### src/shared/hcl_pkg.sv
// Shared constants and types for the hardware configuration low-bits block
package hcl_pkg;

	// ************************************************************
	// Bus map
	// ************************************************************
	localparam int ADDR_W = 12;
	localparam logic [ADDR_W-1:0] HW_CFG_OFFSET = 12'h000;
	localparam logic [1:0] RESP_OKAY = 2'h0;
	localparam logic [1:0] RESP_SLVERR = 2'h2;

	// ************************************************************
	// Field positions inside the hardware configuration word
	// ************************************************************
	localparam int BIT_BOOST_HI = 14;
	localparam int BIT_BOOST_LO = 13;
	localparam int BIT_RXOFF_HI = 10;
	localparam int BIT_RXOFF_LO = 9;
	localparam int BIT_STALL_DIS = 8;
	localparam int BIT_MII_VIS = 7;
	localparam int BIT_DROP = 6;
	localparam int BIT_MULTI = 5;
	localparam int BIT_EE_TO = 4;
	localparam int BIT_LITE = 3;
	localparam int BIT_PHY_EXT = 2;
	localparam int BIT_BURST = 1;
	localparam int BIT_FULL = 0;

	// ************************************************************
	// Timing
	// ************************************************************
	localparam int CLK_MHZ = 10;
	localparam int CNT_W = 20;
	localparam int EE_TO_LONG_MS = 30;
	localparam int EE_TO_SHORT_NS = 1280;
	localparam int EE_TO_LONG_CYC = EE_TO_LONG_MS * CLK_MHZ * 1000;
	localparam int EE_TO_SHORT_CYC = (EE_TO_SHORT_NS * CLK_MHZ + 999) / 1000;
	localparam int LITE_RST_NS = 2000;
	localparam int FULL_RST_NS = 5000;
	localparam int LITE_RST_CYC = (LITE_RST_NS * CLK_MHZ + 999) / 1000;
	localparam int FULL_RST_CYC = (FULL_RST_NS * CLK_MHZ + 999) / 1000;

	// ************************************************************
	// Types
	// ************************************************************
	typedef struct packed {
		logic [1:0] hs_drive_strength_level;
		logic [1:0] rx_data_offset;
		logic bulk_out_stall_disable;
		logic internal_mii_visibility;
		logic discard_errored_frames;
		logic multi_frame_packing;
		logic eeprom_timeout_select;
		logic burst_limit_enable;
	} hcl_cfg_t;

	localparam hcl_cfg_t CFG_RESET = '0;

	typedef enum logic [2:0] {
		SEQ_IDLE = 3'b001,
		SEQ_LITE = 3'b010,
		SEQ_FULL = 3'b100
	} hcl_seq_t;

endpackage

### src/hw/hcl_top.sv
// Hardware configuration low bits with an AXI4-Lite register slave
`timescale 1ns/1ns
// Operation
// - Offset field bits 10:9 pads zero to three bytes before receive data.
// - Loss of sync stalls bulk-out unless bit 8 is set.
// - Bit 7 in internal PHY mode drives MII subset and interrupt pins out.
// - Bit 7 does nothing while an external PHY is selected.
// - Active MII visibility bars its pins from general-purpose use.
// - Bit 6 set discards errored receive frames, clear keeps them.
// - Bit 5 allows several transmit frames per USB packet, else one.
// - Receive path always allows several frames per USB packet.
// - EEPROM time-out is 30 ms with bit 4 clear, 1.28 us set.
// - Writing bit 3 starts lite reset; USB side untouched; clears when done.
// - Read-only bit 2 shows external PHY, defaulting from the strap pin.
// - Bit 1 makes the burst cap limit transfers; clear ignores it.
// - Writing bit 0 starts full reset, resets external PHY, reloads EEPROM.
// - USB PHY stays disconnected during full reset, reconnects afterwards.
// - Boost field takes EEPROM image or zero; USB or lite reset restores it.
// - Boost codes 00 normal, 01 to 11 rising drive steps.
module hcl_top
	import hcl_pkg::*;
#(
	parameter int EE_LONG_CYC = EE_TO_LONG_CYC,
	parameter int LITE_CYC = LITE_RST_CYC,
	parameter int FULL_CYC = FULL_RST_CYC
) (
	// Clock and reset
	input wire logic core_clk,
	input wire logic sys_rst,
	// AXI4-Lite write channels
	input wire logic [ADDR_W-1:0] s_axi_awaddr,
	input wire logic s_axi_awvalid,
	output logic s_axi_awready,
	input wire logic [31:0] s_axi_wdata,
	input wire logic [3:0] s_axi_wstrb,
	input wire logic s_axi_wvalid,
	output logic s_axi_wready,
	output logic [1:0] s_axi_bresp,
	output logic s_axi_bvalid,
	input wire logic s_axi_bready,
	// AXI4-Lite read channels
	input wire logic [ADDR_W-1:0] s_axi_araddr,
	input wire logic s_axi_arvalid,
	output logic s_axi_arready,
	output logic [31:0] s_axi_rdata,
	output logic [1:0] s_axi_rresp,
	output logic s_axi_rvalid,
	input wire logic s_axi_rready,
	// Straps and datapath events
	input wire logic phy_source_strap,
	input wire logic tx_loss_of_sync,
	input wire logic bulk_out_unstall,
	input wire logic rx_frame_end,
	input wire logic rx_frame_errored,
	input wire logic usb_bus_reset,
	// EEPROM controller
	input wire logic eeprom_present,
	input wire logic eeprom_boost_load,
	input wire logic [1:0] eeprom_boost_image,
	input wire logic eeprom_busy,
	// Configuration and control outputs
	output hcl_cfg_t cfg_out,
	output logic bulk_out_stall,
	output logic mii_pins_drive,
	output logic gpio_mii_barred,
	output logic rx_frame_drop,
	output logic rx_frame_keep,
	output logic tx_single_frame,
	output logic rx_multi_frame,
	output logic eeprom_timeout,
	output logic lite_reset,
	output logic full_reset,
	output logic ext_phy_reset,
	output logic usb_phy_disconnect,
	output logic eeprom_reload
);

	// ************************************************************
	// Helpers
	// ************************************************************
	function automatic logic [31:0] strb_mask(input logic [3:0] s);
		logic [31:0] m;
		m = '0;
		for (int i = 0; i < 4; i++) begin
			m[i*8 +: 8] = {8{s[i]}};
		end
		return m;
	endfunction

	function automatic logic addr_hit(input logic [ADDR_W-1:0] a);
		return a == HW_CFG_OFFSET;
	endfunction

	// ************************************************************
	// Bus slave
	// ************************************************************
	logic [ADDR_W-1:0] awaddr_r, awaddr_nxt;
	logic [31:0] wdata_r, wdata_nxt;
	logic [3:0] wstrb_r, wstrb_nxt;
	logic aw_have_r, aw_have_nxt, w_have_r, w_have_nxt;
	logic awready_r, awready_nxt, wready_r, wready_nxt;
	logic bvalid_r, bvalid_nxt, arready_r, arready_nxt, rvalid_r, rvalid_nxt;
	logic [1:0] bresp_r, bresp_nxt, rresp_r, rresp_nxt;
	logic [31:0] rdata_r, rdata_nxt;
	logic wr_fire, wr_hit;
	logic [31:0] wr_bits, cfg_word;

	hcl_cfg_t cfg_r, cfg_nxt;
	hcl_seq_t seq_r, seq_nxt;
	logic phy_ext_r, phy_ext_nxt;
	logic [1:0] boost_img_r, boost_img_nxt;

	// Write commits once both address and data are held and no answer waits
	assign wr_fire = aw_have_r & w_have_r & ~bvalid_r;
	assign wr_hit = wr_fire & addr_hit(awaddr_r);
	assign wr_bits = wdata_r & strb_mask(wstrb_r);

	// Live register image; self-clearing bits show the running sequence
	always_comb begin
		cfg_word = '0;
		cfg_word[BIT_BOOST_HI:BIT_BOOST_LO] = cfg_r.hs_drive_strength_level;
		cfg_word[BIT_RXOFF_HI:BIT_RXOFF_LO] = cfg_r.rx_data_offset;
		cfg_word[BIT_STALL_DIS] = cfg_r.bulk_out_stall_disable;
		cfg_word[BIT_MII_VIS] = cfg_r.internal_mii_visibility;
		cfg_word[BIT_DROP] = cfg_r.discard_errored_frames;
		cfg_word[BIT_MULTI] = cfg_r.multi_frame_packing;
		cfg_word[BIT_EE_TO] = cfg_r.eeprom_timeout_select;
		cfg_word[BIT_LITE] = seq_r == SEQ_LITE;
		cfg_word[BIT_PHY_EXT] = phy_ext_r;
		cfg_word[BIT_BURST] = cfg_r.burst_limit_enable;
		cfg_word[BIT_FULL] = seq_r == SEQ_FULL;
	end

	// Channel handshakes; one write and one read in flight at most
	always_comb begin
		awaddr_nxt = awaddr_r;
		wdata_nxt = wdata_r;
		wstrb_nxt = wstrb_r;
		aw_have_nxt = aw_have_r;
		w_have_nxt = w_have_r;
		bvalid_nxt = bvalid_r;
		bresp_nxt = bresp_r;
		rvalid_nxt = rvalid_r;
		rresp_nxt = rresp_r;
		rdata_nxt = rdata_r;
		if (s_axi_awvalid & awready_r) begin
			awaddr_nxt = s_axi_awaddr;
			aw_have_nxt = 1'b1;
		end
		if (s_axi_wvalid & wready_r) begin
			wdata_nxt = s_axi_wdata;
			wstrb_nxt = s_axi_wstrb;
			w_have_nxt = 1'b1;
		end
		if (bvalid_r & s_axi_bready) begin
			bvalid_nxt = 1'b0;
		end
		if (wr_fire) begin
			aw_have_nxt = 1'b0;
			w_have_nxt = 1'b0;
			bvalid_nxt = 1'b1;
			bresp_nxt = addr_hit(awaddr_r) ? RESP_OKAY : RESP_SLVERR;
		end
		if (rvalid_r & s_axi_rready) begin
			rvalid_nxt = 1'b0;
		end
		if (s_axi_arvalid & arready_r) begin
			rvalid_nxt = 1'b1;
			rdata_nxt = addr_hit(s_axi_araddr) ? cfg_word : '0;
			rresp_nxt = addr_hit(s_axi_araddr) ? RESP_OKAY : RESP_SLVERR;
		end
		// Ready drops while a beat is held so the master sees back-pressure
		awready_nxt = ~aw_have_nxt & ~bvalid_nxt;
		wready_nxt = ~w_have_nxt & ~bvalid_nxt;
		arready_nxt = ~rvalid_nxt;
	end

	// Bus registers
	always_ff @(posedge core_clk) begin
		if (sys_rst) begin
			awaddr_r <= '0;
			wdata_r <= '0;
			wstrb_r <= '0;
			aw_have_r <= 1'b0;
			w_have_r <= 1'b0;
			awready_r <= 1'b0;
			wready_r <= 1'b0;
			bvalid_r <= 1'b0;
			bresp_r <= RESP_OKAY;
			arready_r <= 1'b0;
			rvalid_r <= 1'b0;
			rresp_r <= RESP_OKAY;
			rdata_r <= '0;
		end else begin
			awaddr_r <= awaddr_nxt;
			wdata_r <= wdata_nxt;
			wstrb_r <= wstrb_nxt;
			aw_have_r <= aw_have_nxt;
			w_have_r <= w_have_nxt;
			awready_r <= awready_nxt;
			wready_r <= wready_nxt;
			bvalid_r <= bvalid_nxt;
			bresp_r <= bresp_nxt;
			arready_r <= arready_nxt;
			rvalid_r <= rvalid_nxt;
			rresp_r <= rresp_nxt;
			rdata_r <= rdata_nxt;
		end
	end

	// ************************************************************
	// Reset sequencer and EEPROM time-out timers
	// ************************************************************
	logic seq_start, seq_done, ee_start, ee_done, ee_busy_q;
	logic [CNT_W-1:0] seq_len, ee_len;

	// Full reset wins over lite when both are written together
	always_comb begin
		seq_nxt = seq_r;
		seq_start = 1'b0;
		seq_len = CNT_W'(LITE_CYC);
		unique case (seq_r)
			SEQ_IDLE: begin
				if (wr_hit & wr_bits[BIT_FULL]) begin
					seq_nxt = SEQ_FULL;
					seq_start = 1'b1;
					seq_len = CNT_W'(FULL_CYC);
				end else if (wr_hit & wr_bits[BIT_LITE]) begin
					seq_nxt = SEQ_LITE;
					seq_start = 1'b1;
				end
			end
			SEQ_LITE, SEQ_FULL: begin
				if (seq_done) begin
					seq_nxt = SEQ_IDLE;
				end
			end
			default: seq_nxt = SEQ_IDLE;
		endcase
	end

	hcl_timer #(.W(CNT_W)) u_seq_timer (
		.core_clk(core_clk),
		.sys_rst(sys_rst),
		.start(seq_start),
		.abort(1'b0),
		.load(seq_len),
		.busy(),
		.done(seq_done)
	);

	// Time-out starts when the controller begins waiting; response aborts it
	assign ee_start = eeprom_busy & ~ee_busy_q;
	assign ee_len = cfg_r.eeprom_timeout_select ? CNT_W'(EE_TO_SHORT_CYC)
		: CNT_W'(EE_LONG_CYC);

	hcl_timer #(.W(CNT_W)) u_ee_timer (
		.core_clk(core_clk),
		.sys_rst(sys_rst),
		.start(ee_start),
		.abort(~eeprom_busy),
		.load(ee_len),
		.busy(),
		.done(ee_done)
	);

	// ************************************************************
	// Configuration bits and their effects
	// ************************************************************
	logic stall_r, stall_nxt, mii_r, gpio_bar_r, drop_r, keep_r, single_r;
	logic ee_to_r, lite_r, full_r, ext_rst_r, disc_r, reload_r;
	logic seq_end_full;

	assign seq_end_full = seq_done & (seq_r == SEQ_FULL);

	// Software writes, soft resets and EEPROM image loads
	always_comb begin
		cfg_nxt = cfg_r;
		boost_img_nxt = boost_img_r;
		phy_ext_nxt = phy_ext_r;
		if (eeprom_boost_load) begin
			boost_img_nxt = eeprom_present ? eeprom_boost_image : 2'h0;
			cfg_nxt.hs_drive_strength_level = boost_img_nxt;
		end
		if (wr_hit) begin
			if (wstrb_r[1]) begin
				cfg_nxt.hs_drive_strength_level = wr_bits[BIT_BOOST_HI:BIT_BOOST_LO];
				cfg_nxt.rx_data_offset = wr_bits[BIT_RXOFF_HI:BIT_RXOFF_LO];
				cfg_nxt.bulk_out_stall_disable = wr_bits[BIT_STALL_DIS];
			end
			if (wstrb_r[0]) begin
				cfg_nxt.internal_mii_visibility = wr_bits[BIT_MII_VIS];
				cfg_nxt.discard_errored_frames = wr_bits[BIT_DROP];
				cfg_nxt.multi_frame_packing = wr_bits[BIT_MULTI];
				cfg_nxt.eeprom_timeout_select = wr_bits[BIT_EE_TO];
				cfg_nxt.burst_limit_enable = wr_bits[BIT_BURST];
			end
		end
		// Soft resets return writable bits to defaults; boost to its image
		if (seq_start) begin
			cfg_nxt = CFG_RESET;
			cfg_nxt.hs_drive_strength_level = boost_img_r;
		end else if (usb_bus_reset) begin
			cfg_nxt.hs_drive_strength_level = boost_img_r;
		end
		// Strap is sampled again as the full reset finishes
		if (seq_end_full) begin
			phy_ext_nxt = phy_source_strap;
		end
	end

	// Bulk-out stall; a new loss of sync beats a simultaneous unstall
	always_comb begin
		stall_nxt = stall_r;
		if (bulk_out_unstall) begin
			stall_nxt = 1'b0;
		end
		if (tx_loss_of_sync & ~cfg_r.bulk_out_stall_disable) begin
			stall_nxt = 1'b1;
		end
	end

	// Configuration registers; strap caught while reset is held
	always_ff @(posedge core_clk) begin
		if (sys_rst) begin
			cfg_r <= CFG_RESET;
			boost_img_r <= 2'h0;
			phy_ext_r <= phy_source_strap;
			seq_r <= SEQ_IDLE;
			stall_r <= 1'b0;
			ee_busy_q <= 1'b0;
		end else begin
			cfg_r <= cfg_nxt;
			boost_img_r <= boost_img_nxt;
			phy_ext_r <= phy_ext_nxt;
			seq_r <= seq_nxt;
			stall_r <= stall_nxt;
			ee_busy_q <= eeprom_busy;
		end
	end

	// Registered control outputs
	always_ff @(posedge core_clk) begin
		if (sys_rst) begin
			mii_r <= 1'b0;
			gpio_bar_r <= 1'b0;
			drop_r <= 1'b0;
			keep_r <= 1'b0;
			single_r <= 1'b1;
			ee_to_r <= 1'b0;
			lite_r <= 1'b0;
			full_r <= 1'b0;
			ext_rst_r <= 1'b0;
			disc_r <= 1'b0;
			reload_r <= 1'b0;
		end else begin
			mii_r <= cfg_r.internal_mii_visibility & ~phy_ext_r;
			gpio_bar_r <= cfg_r.internal_mii_visibility & ~phy_ext_r;
			drop_r <= rx_frame_end & rx_frame_errored & cfg_r.discard_errored_frames;
			keep_r <= rx_frame_end & ~(rx_frame_errored & cfg_r.discard_errored_frames);
			single_r <= ~cfg_r.multi_frame_packing;
			ee_to_r <= ee_done & eeprom_busy;
			lite_r <= seq_nxt == SEQ_LITE;
			full_r <= seq_nxt == SEQ_FULL;
			ext_rst_r <= (seq_nxt == SEQ_FULL) & phy_ext_r;
			disc_r <= seq_nxt == SEQ_FULL;
			reload_r <= seq_end_full;
		end
	end

	// ************************************************************
	// Output wiring
	// ************************************************************
	assign s_axi_awready = awready_r;
	assign s_axi_wready = wready_r;
	assign s_axi_bvalid = bvalid_r;
	assign s_axi_bresp = bresp_r;
	assign s_axi_arready = arready_r;
	assign s_axi_rvalid = rvalid_r;
	assign s_axi_rresp = rresp_r;
	assign s_axi_rdata = rdata_r;
	assign cfg_out = cfg_r;
	assign bulk_out_stall = stall_r;
	assign mii_pins_drive = mii_r;
	assign gpio_mii_barred = gpio_bar_r;
	assign rx_frame_drop = drop_r;
	assign rx_frame_keep = keep_r;
	assign tx_single_frame = single_r;
	assign rx_multi_frame = 1'b1; // Constant capability of the receive path
	assign eeprom_timeout = ee_to_r;
	assign lite_reset = lite_r;
	assign full_reset = full_r;
	assign ext_phy_reset = ext_rst_r;
	assign usb_phy_disconnect = disc_r;
	assign eeprom_reload = reload_r;

	// ************************************************************
	// Checks
	// ************************************************************
	chk_stall_set: assert property (@(posedge core_clk) disable iff (sys_rst)
		tx_loss_of_sync & ~cfg_r.bulk_out_stall_disable |=> bulk_out_stall)
		else $error("bulk-out not stalled on loss of sync");
	chk_stall_kept_off: assert property (@(posedge core_clk) disable iff (sys_rst)
		~bulk_out_stall & (~tx_loss_of_sync | cfg_r.bulk_out_stall_disable) |=> ~bulk_out_stall)
		else $error("bulk-out stalled without cause");
	chk_mii_external: assert property (@(posedge core_clk) disable iff (sys_rst)
		phy_ext_r & $past(phy_ext_r) |-> ~mii_pins_drive & ~gpio_mii_barred)
		else $error("MII pins driven with external PHY");
	chk_mii_drive: assert property (@(posedge core_clk) disable iff (sys_rst)
		cfg_r.internal_mii_visibility & ~phy_ext_r |=> mii_pins_drive && gpio_mii_barred)
		else $error("MII visibility not applied");
	chk_drop_frame: assert property (@(posedge core_clk) disable iff (sys_rst)
		rx_frame_end & rx_frame_errored |=> rx_frame_drop != rx_frame_keep)
		else $error("errored frame both kept and dropped");
	chk_single_frame: assert property (@(posedge core_clk) disable iff (sys_rst)
		$rose(cfg_r.multi_frame_packing) |=> ~tx_single_frame)
		else $error("packing enable not applied");
	chk_lite_clear: assert property (@(posedge core_clk) disable iff (sys_rst)
		$rose(lite_reset) |-> lite_reset [*8] ##[1:40] ~lite_reset)
		else $error("lite reset did not self-clear in time");
	chk_full_disc: assert property (@(posedge core_clk) disable iff (sys_rst)
		$fell(usb_phy_disconnect) |-> ~full_reset && eeprom_reload)
		else $error("disconnect outlived full reset");
	// A short wait ends in a time-out pulse within 16 cycles unless the wait ends first
	chk_ee_short: assert property (@(posedge core_clk) disable iff (sys_rst)
		$rose(eeprom_busy) && cfg_r.eeprom_timeout_select
		|-> ##[1:16] (eeprom_timeout || ~eeprom_busy))
		else $error("short EEPROM time-out missed");

endmodule

### src/hw/hcl_timer.sv
// One-shot down counter used for reset sequencing and EEPROM time-out
`timescale 1ns/1ns
module hcl_timer
	import hcl_pkg::*;
#(
	parameter int W = CNT_W
) (
	// Clock and reset
	input wire logic core_clk,
	input wire logic sys_rst,
	// Control
	input wire logic start,
	input wire logic abort,
	input wire logic [W-1:0] load,
	// Status
	output logic busy,
	output logic done
);

	logic [W-1:0] cnt_r, cnt_nxt;
	logic busy_r, busy_nxt;
	logic done_r, done_nxt;

	// Load on start, count down, pulse done when the last cycle passes
	always_comb begin
		cnt_nxt = cnt_r;
		busy_nxt = busy_r;
		done_nxt = 1'b0;
		if (start) begin
			cnt_nxt = load;
			busy_nxt = 1'b1;
		end else if (abort) begin
			busy_nxt = 1'b0;
		end else if (busy_r) begin
			cnt_nxt = cnt_r - 1'b1;
			if (cnt_r <= W'(1)) begin
				busy_nxt = 1'b0;
				done_nxt = 1'b1;
			end
		end
	end

	// Registers
	always_ff @(posedge core_clk) begin
		if (sys_rst) begin
			cnt_r <= '0;
			busy_r <= 1'b0;
			done_r <= 1'b0;
		end else begin
			cnt_r <= cnt_nxt;
			busy_r <= busy_nxt;
			done_r <= done_nxt;
		end
	end

	assign busy = busy_r;
	assign done = done_r;

endmodule

### config.mk
export PLATFORM = sky130hd
export DESIGN_NAME = hcl_top
export DESIGN_NICKNAME = d
export VERILOG_FILES = /design/src/shared/hcl_pkg.sv /design/src/hw/hcl_top.sv /design/src/hw/hcl_timer.sv
export SDC_FILE = /design/constraint.sdc
export NUM_CORES = 1
export LEC_CHECK = 0
export BUFFER_PORTS_ARGS = -buffer_cell sky130_fd_sc_hd__buf_2
export CORE_ASPECT_RATIO = 1.1
export CORE_MARGIN = 8
export CORE_UTILIZATION = 50
export CTS_CLUSTER_SIZE = 30
export DETAILED_ROUTE_END_ITERATION = 12
export GPL_TIMING_DRIVEN = 0
export PLACE_DENSITY = 0.78
export SLEW_MARGIN = 20
export SYNTH_ARGS = -nofsm -noshare
export SYNTH_HDL_FRONTEND = slang
export SYNTH_HIERARCHICAL = 1
export SYNTH_SLANG_ARGS = --single-unit
### constraint.sdc
create_clock -name core_clk -period 2.6 [get_ports core_clk]
set_input_delay 0.52 -clock core_clk [delete_from_list [all_inputs] [get_ports core_clk]]
set_output_delay 0.52 -clock core_clk [all_outputs]
set_load 0.03 [all_outputs]
==> results.sh <==
export IMPL_routed_wl_mm=15.2
export IMPL_grt_pass1_vias=5213
export IMPL_slew_headroom=0.577
export IMPL_clock_latency_ns=0.42
export IMPL_antenna_found_initial=0
export IMPL_grt_max_degree=17
export IMPL_synthCells=652
export IMPL_syn_area_per_cell_um2=8.66
export IMPL_crit_type="flip-flop to flip-flop"
export IMPL_fin_crit_sh=0.929
export IMPL_dieArea_mm2=0.0149
export IMPL_tritoncts="built"
export IMPL_grt_pass1_wl_mm=24.7
export IMPL_drive_above_1_share=0.251
export IMPL_synth_area_leaders="dfxtp_1 42%, nand2_1 5.5%, a21oi_1 3.9%, buf_4 3.6%, nor2_1 3.5%"
export IMPL_clock_path_buffers=2
export IMPL_async_flop_share=0
export IMPL_final_cells=981
export IMPL_grt_use_met2=0.337
export IMPL_p_leak_nw=3.01
export IMPL_slew_violations=0
export IMPL_fmax_mhz=414
export IMPL_min_period_ns=2.41
export IMPL_track_usage=0.201
export IMPL_core_area_mm2=0.0110
export IMPL_drc=0
export IMPL_cellPowerDensity_mw_per_mm2=696
export IMPL_yosysTopAreaCell="dfxtp_1"
export IMPL_busiest_layer="met2"
export IMPL_yosys_register_bits=119
export IMPL_finClkSkew_ns=0.00916
export IMPL_grt_use_met3=0.0581
export IMPL_critPathLaunchType="flip-flop"
export IMPL_io_pins=142
export IMPL_rows=40
export IMPL_finalPower_mw=5.00
export IMPL_firstDrtPassIters=7
export IMPL_path_clk_slew_ns=0.05
export IMPL_synth_top_area_frac=0.419
export IMPL_endpoint_kind="flip-flop"
export IMPL_yosysUniqueCellTypes=56
export IMPL_port_buffer_count=97
export IMPL_h_tree_depth=4
export IMPL_yosysSeqAreaShare=0.424
export IMPL_place_hpwl_mm=11.2
export IMPL_hold_viol_final=0
export IMPL_hold_buffers=0
export IMPL_worst_slew_pin_slew_ns=0.635
export IMPL_wl_per_cell_um=15.4
export IMPL_die_height_um=127
export IMPL_area_delta_synth_final_pct=27.4
export IMPL_vias=5354
export IMPL_antenna_cells=0
export IMPL_layout_nets=903
export IMPL_rsz0062_at_grt="no"
export IMPL_worstPathArrival_ns=2.73
export IMPL_clkSinkCount=119
export IMPL_drv_cap=0
export IMPL_gp_congestion=0.843
export IMPL_post_place_cells=946
export IMPL_yosysWarnings=6
export IMPL_clockRootBuffer="clkbuf_16"
export IMPL_status="finished, final reports clean"
export IMPL_gr_usage_met1=0.230
export IMPL_vias_per_cell=5.46
export IMPL_start_util=0.515
export IMPL_peakVddDrop_uv=458
export IMPL_setup_viol=0
export IMPL_postRouteAntennaNets=0
export IMPL_hp_class="input pin to flip-flop"
export IMPL_die_x_um=117
export IMPL_cp_max_fo=10
export IMPL_numCtsBuffers=17
export IMPL_syn_area_mm2=0.00564
export IMPL_drt_initial_drc_count=452
export IMPL_required_ns=2.92
export IMPL_synth_edf_count=1
export IMPL_gr_total_overflow=0
export IMPL_synth_main_ff_cell="dfxtp_1"
[state kept, by name, indices dropped and copies added, names as in the netlist, 2 cells and up]
| name | cells |
|---|---|
| awaddr_r | 12 |
| boost_img_r | 2 |
| cfg_out | 10 |
| s_axi_rdata | 13 |
| seq_r | 3 |
| u_ee_timer/cnt_r | 20 |
| u_seq_timer/cnt_r | 20 |
| wdata_r | 12 |
| wstrb_r | 2 |
[final cells by class]
| class | instances | area (um^2) |
|---|---|---|
| Clock inverter | 11 | 195 |
| Sequential cell | 119 | 2390 |
| Buffer | 67 | 369 |
| Inverter | 17 | 63.8 |
| Fill cell | 914 | 3770 |
| Clock buffer | 21 | 460 |
| Timing Repair Buffer | 100 | 508 |
| Multi-Input combinational cell | 499 | 3020 |
| Tap cell | 147 | 184 |
[through the flow]
stage               cell area [um^2]  hold WS (ns)  setup TNS, ns  worst slack (ns)   util
CTS                             7160         0.291              0            0.0674  0.653
global placement                6500         0.439         -0.676           -0.0804  0.593
global route                    7190         0.296              0            0.0295  0.656
finish                          7190         0.322              0             0.186  0.656
detailed placement              6500         0.439          -1.10            -0.150  0.593
floorplan                       5830         0.432              0             0.396      -
[routing by layer]
layer  vias to the layer above  share of wire
met5                         -              0
met4                         0          0.028
met3                        35          0.065
met2                       207           0.49
met1                      2513           0.41
li1                       2599              -
[Yosys cell counts, drive strengths merged (2+ instances only)]
cell     count
a2111oi      4
a211oi      20
a21oi       44
a22oi       13
a311o        2
a311oi       4
a41oi        2
and2         5
and3         9
and4         8
and4b        3
buf         37
clkbuf      30
conb         2
dfxtp      118
ha           4
inv         17
mux2         2
mux2i        9
nand2       83
nand2b       7
nand3        9
nand3b       2
nand4        5
nor2        62
nor2b        7
nor3        23
nor3b        6
nor4        30
nor4b        3
o211ai       6
o21ai       14
o221a        2
o311a        2
o31a         2
o31ai        2
or2          4
or3          8
or4         15
or4b         2
xnor2       21
[layout by cell type (no fill, tap or decap), drive strengths merged, types with 4 or more instances in the layout]
master / Yosys / layout
o21ai: 14 / 14
and3: 9 / 9
buf: 37 / 136
or2: 4 / 4
bufinv: 0 / 5
ha: 4 / 4
nor2: 62 / 62
nand4: 5 / 5
nand2: 83 / 83
conb: 2 / 52
and2: 5 / 5
a21oi: 44 / 44
nand3: 9 / 9
and4: 8 / 8
inv: 17 / 18
or4: 15 / 15
a311oi: 4 / 4
a22oi: 13 / 13
or3: 8 / 8
clkbuf: 30 / 52
xnor2: 21 / 21
dfxtp: 118 / 118
nor4: 30 / 30
a211oi: 20 / 20
nor3: 23 / 23
o211ai: 6 / 6
nor2b: 7 / 7
nand2b: 7 / 7
nor3b: 6 / 6
a2111oi: 4 / 4
mux2i: 9 / 9
[power breakdown]
part	internal, mW	total (mW)	switching (mW)
clock	1.75	2.59	0.836
combinational	0.179	0.469	0.290
sequential	1.89	1.95	0.0559
total	3.82	5.00	1.18
[worst paths after layout]
kind                          endpoint  cells after the start  slack [ns]        startpoint
setup / recovery  u_seq_timer/cnt_r[7]                      8        0.19       awaddr_r[5]
hold / removal               phy_ext_r                      1        0.32  phy_source_strap
setup reg to reg  u_seq_timer/cnt_r[7]                      8        0.19       awaddr_r[5]
hold reg to reg        tx_single_frame                      1        0.45        cfg_out[2]
[kinds of logic (layout without fill, tap and decap cells)]
group	after synthesis	count (layout)	share of synthesized area
and+or+nand+nor	292	292	0.291
AOI/OAI and AO/OA	119	119	0.146
DFF	119	119	0.424
buffers and inverters	84	216	0.0763
xor gates and xnor gates	21	21	0.0326
muxes	11	11	0.0200
adders and majority gates	4	4	0.00887
other	2	52	0.00133
[worst max-delay path: stages (launching register included)]
cell and delay (ns):
dfxtp_1 0.33, nor4_4 0.46, nand4_1 0.21, nor2_1 0.18, clkbuf_2 0.24, inv_1 0.11, clkbuf_1 0.25, clkbuf_2 0.27
a211oi_1 0.27
[what timing repair did]
action | CTS | global route
buffers inserted | 0 | 3
pin swaps | 0 | 1
endpoints found under the setup margin | 12 | 11
gates resized for setup | 2 | 2
Note: power is estimated with default switching activity, not from simulation.
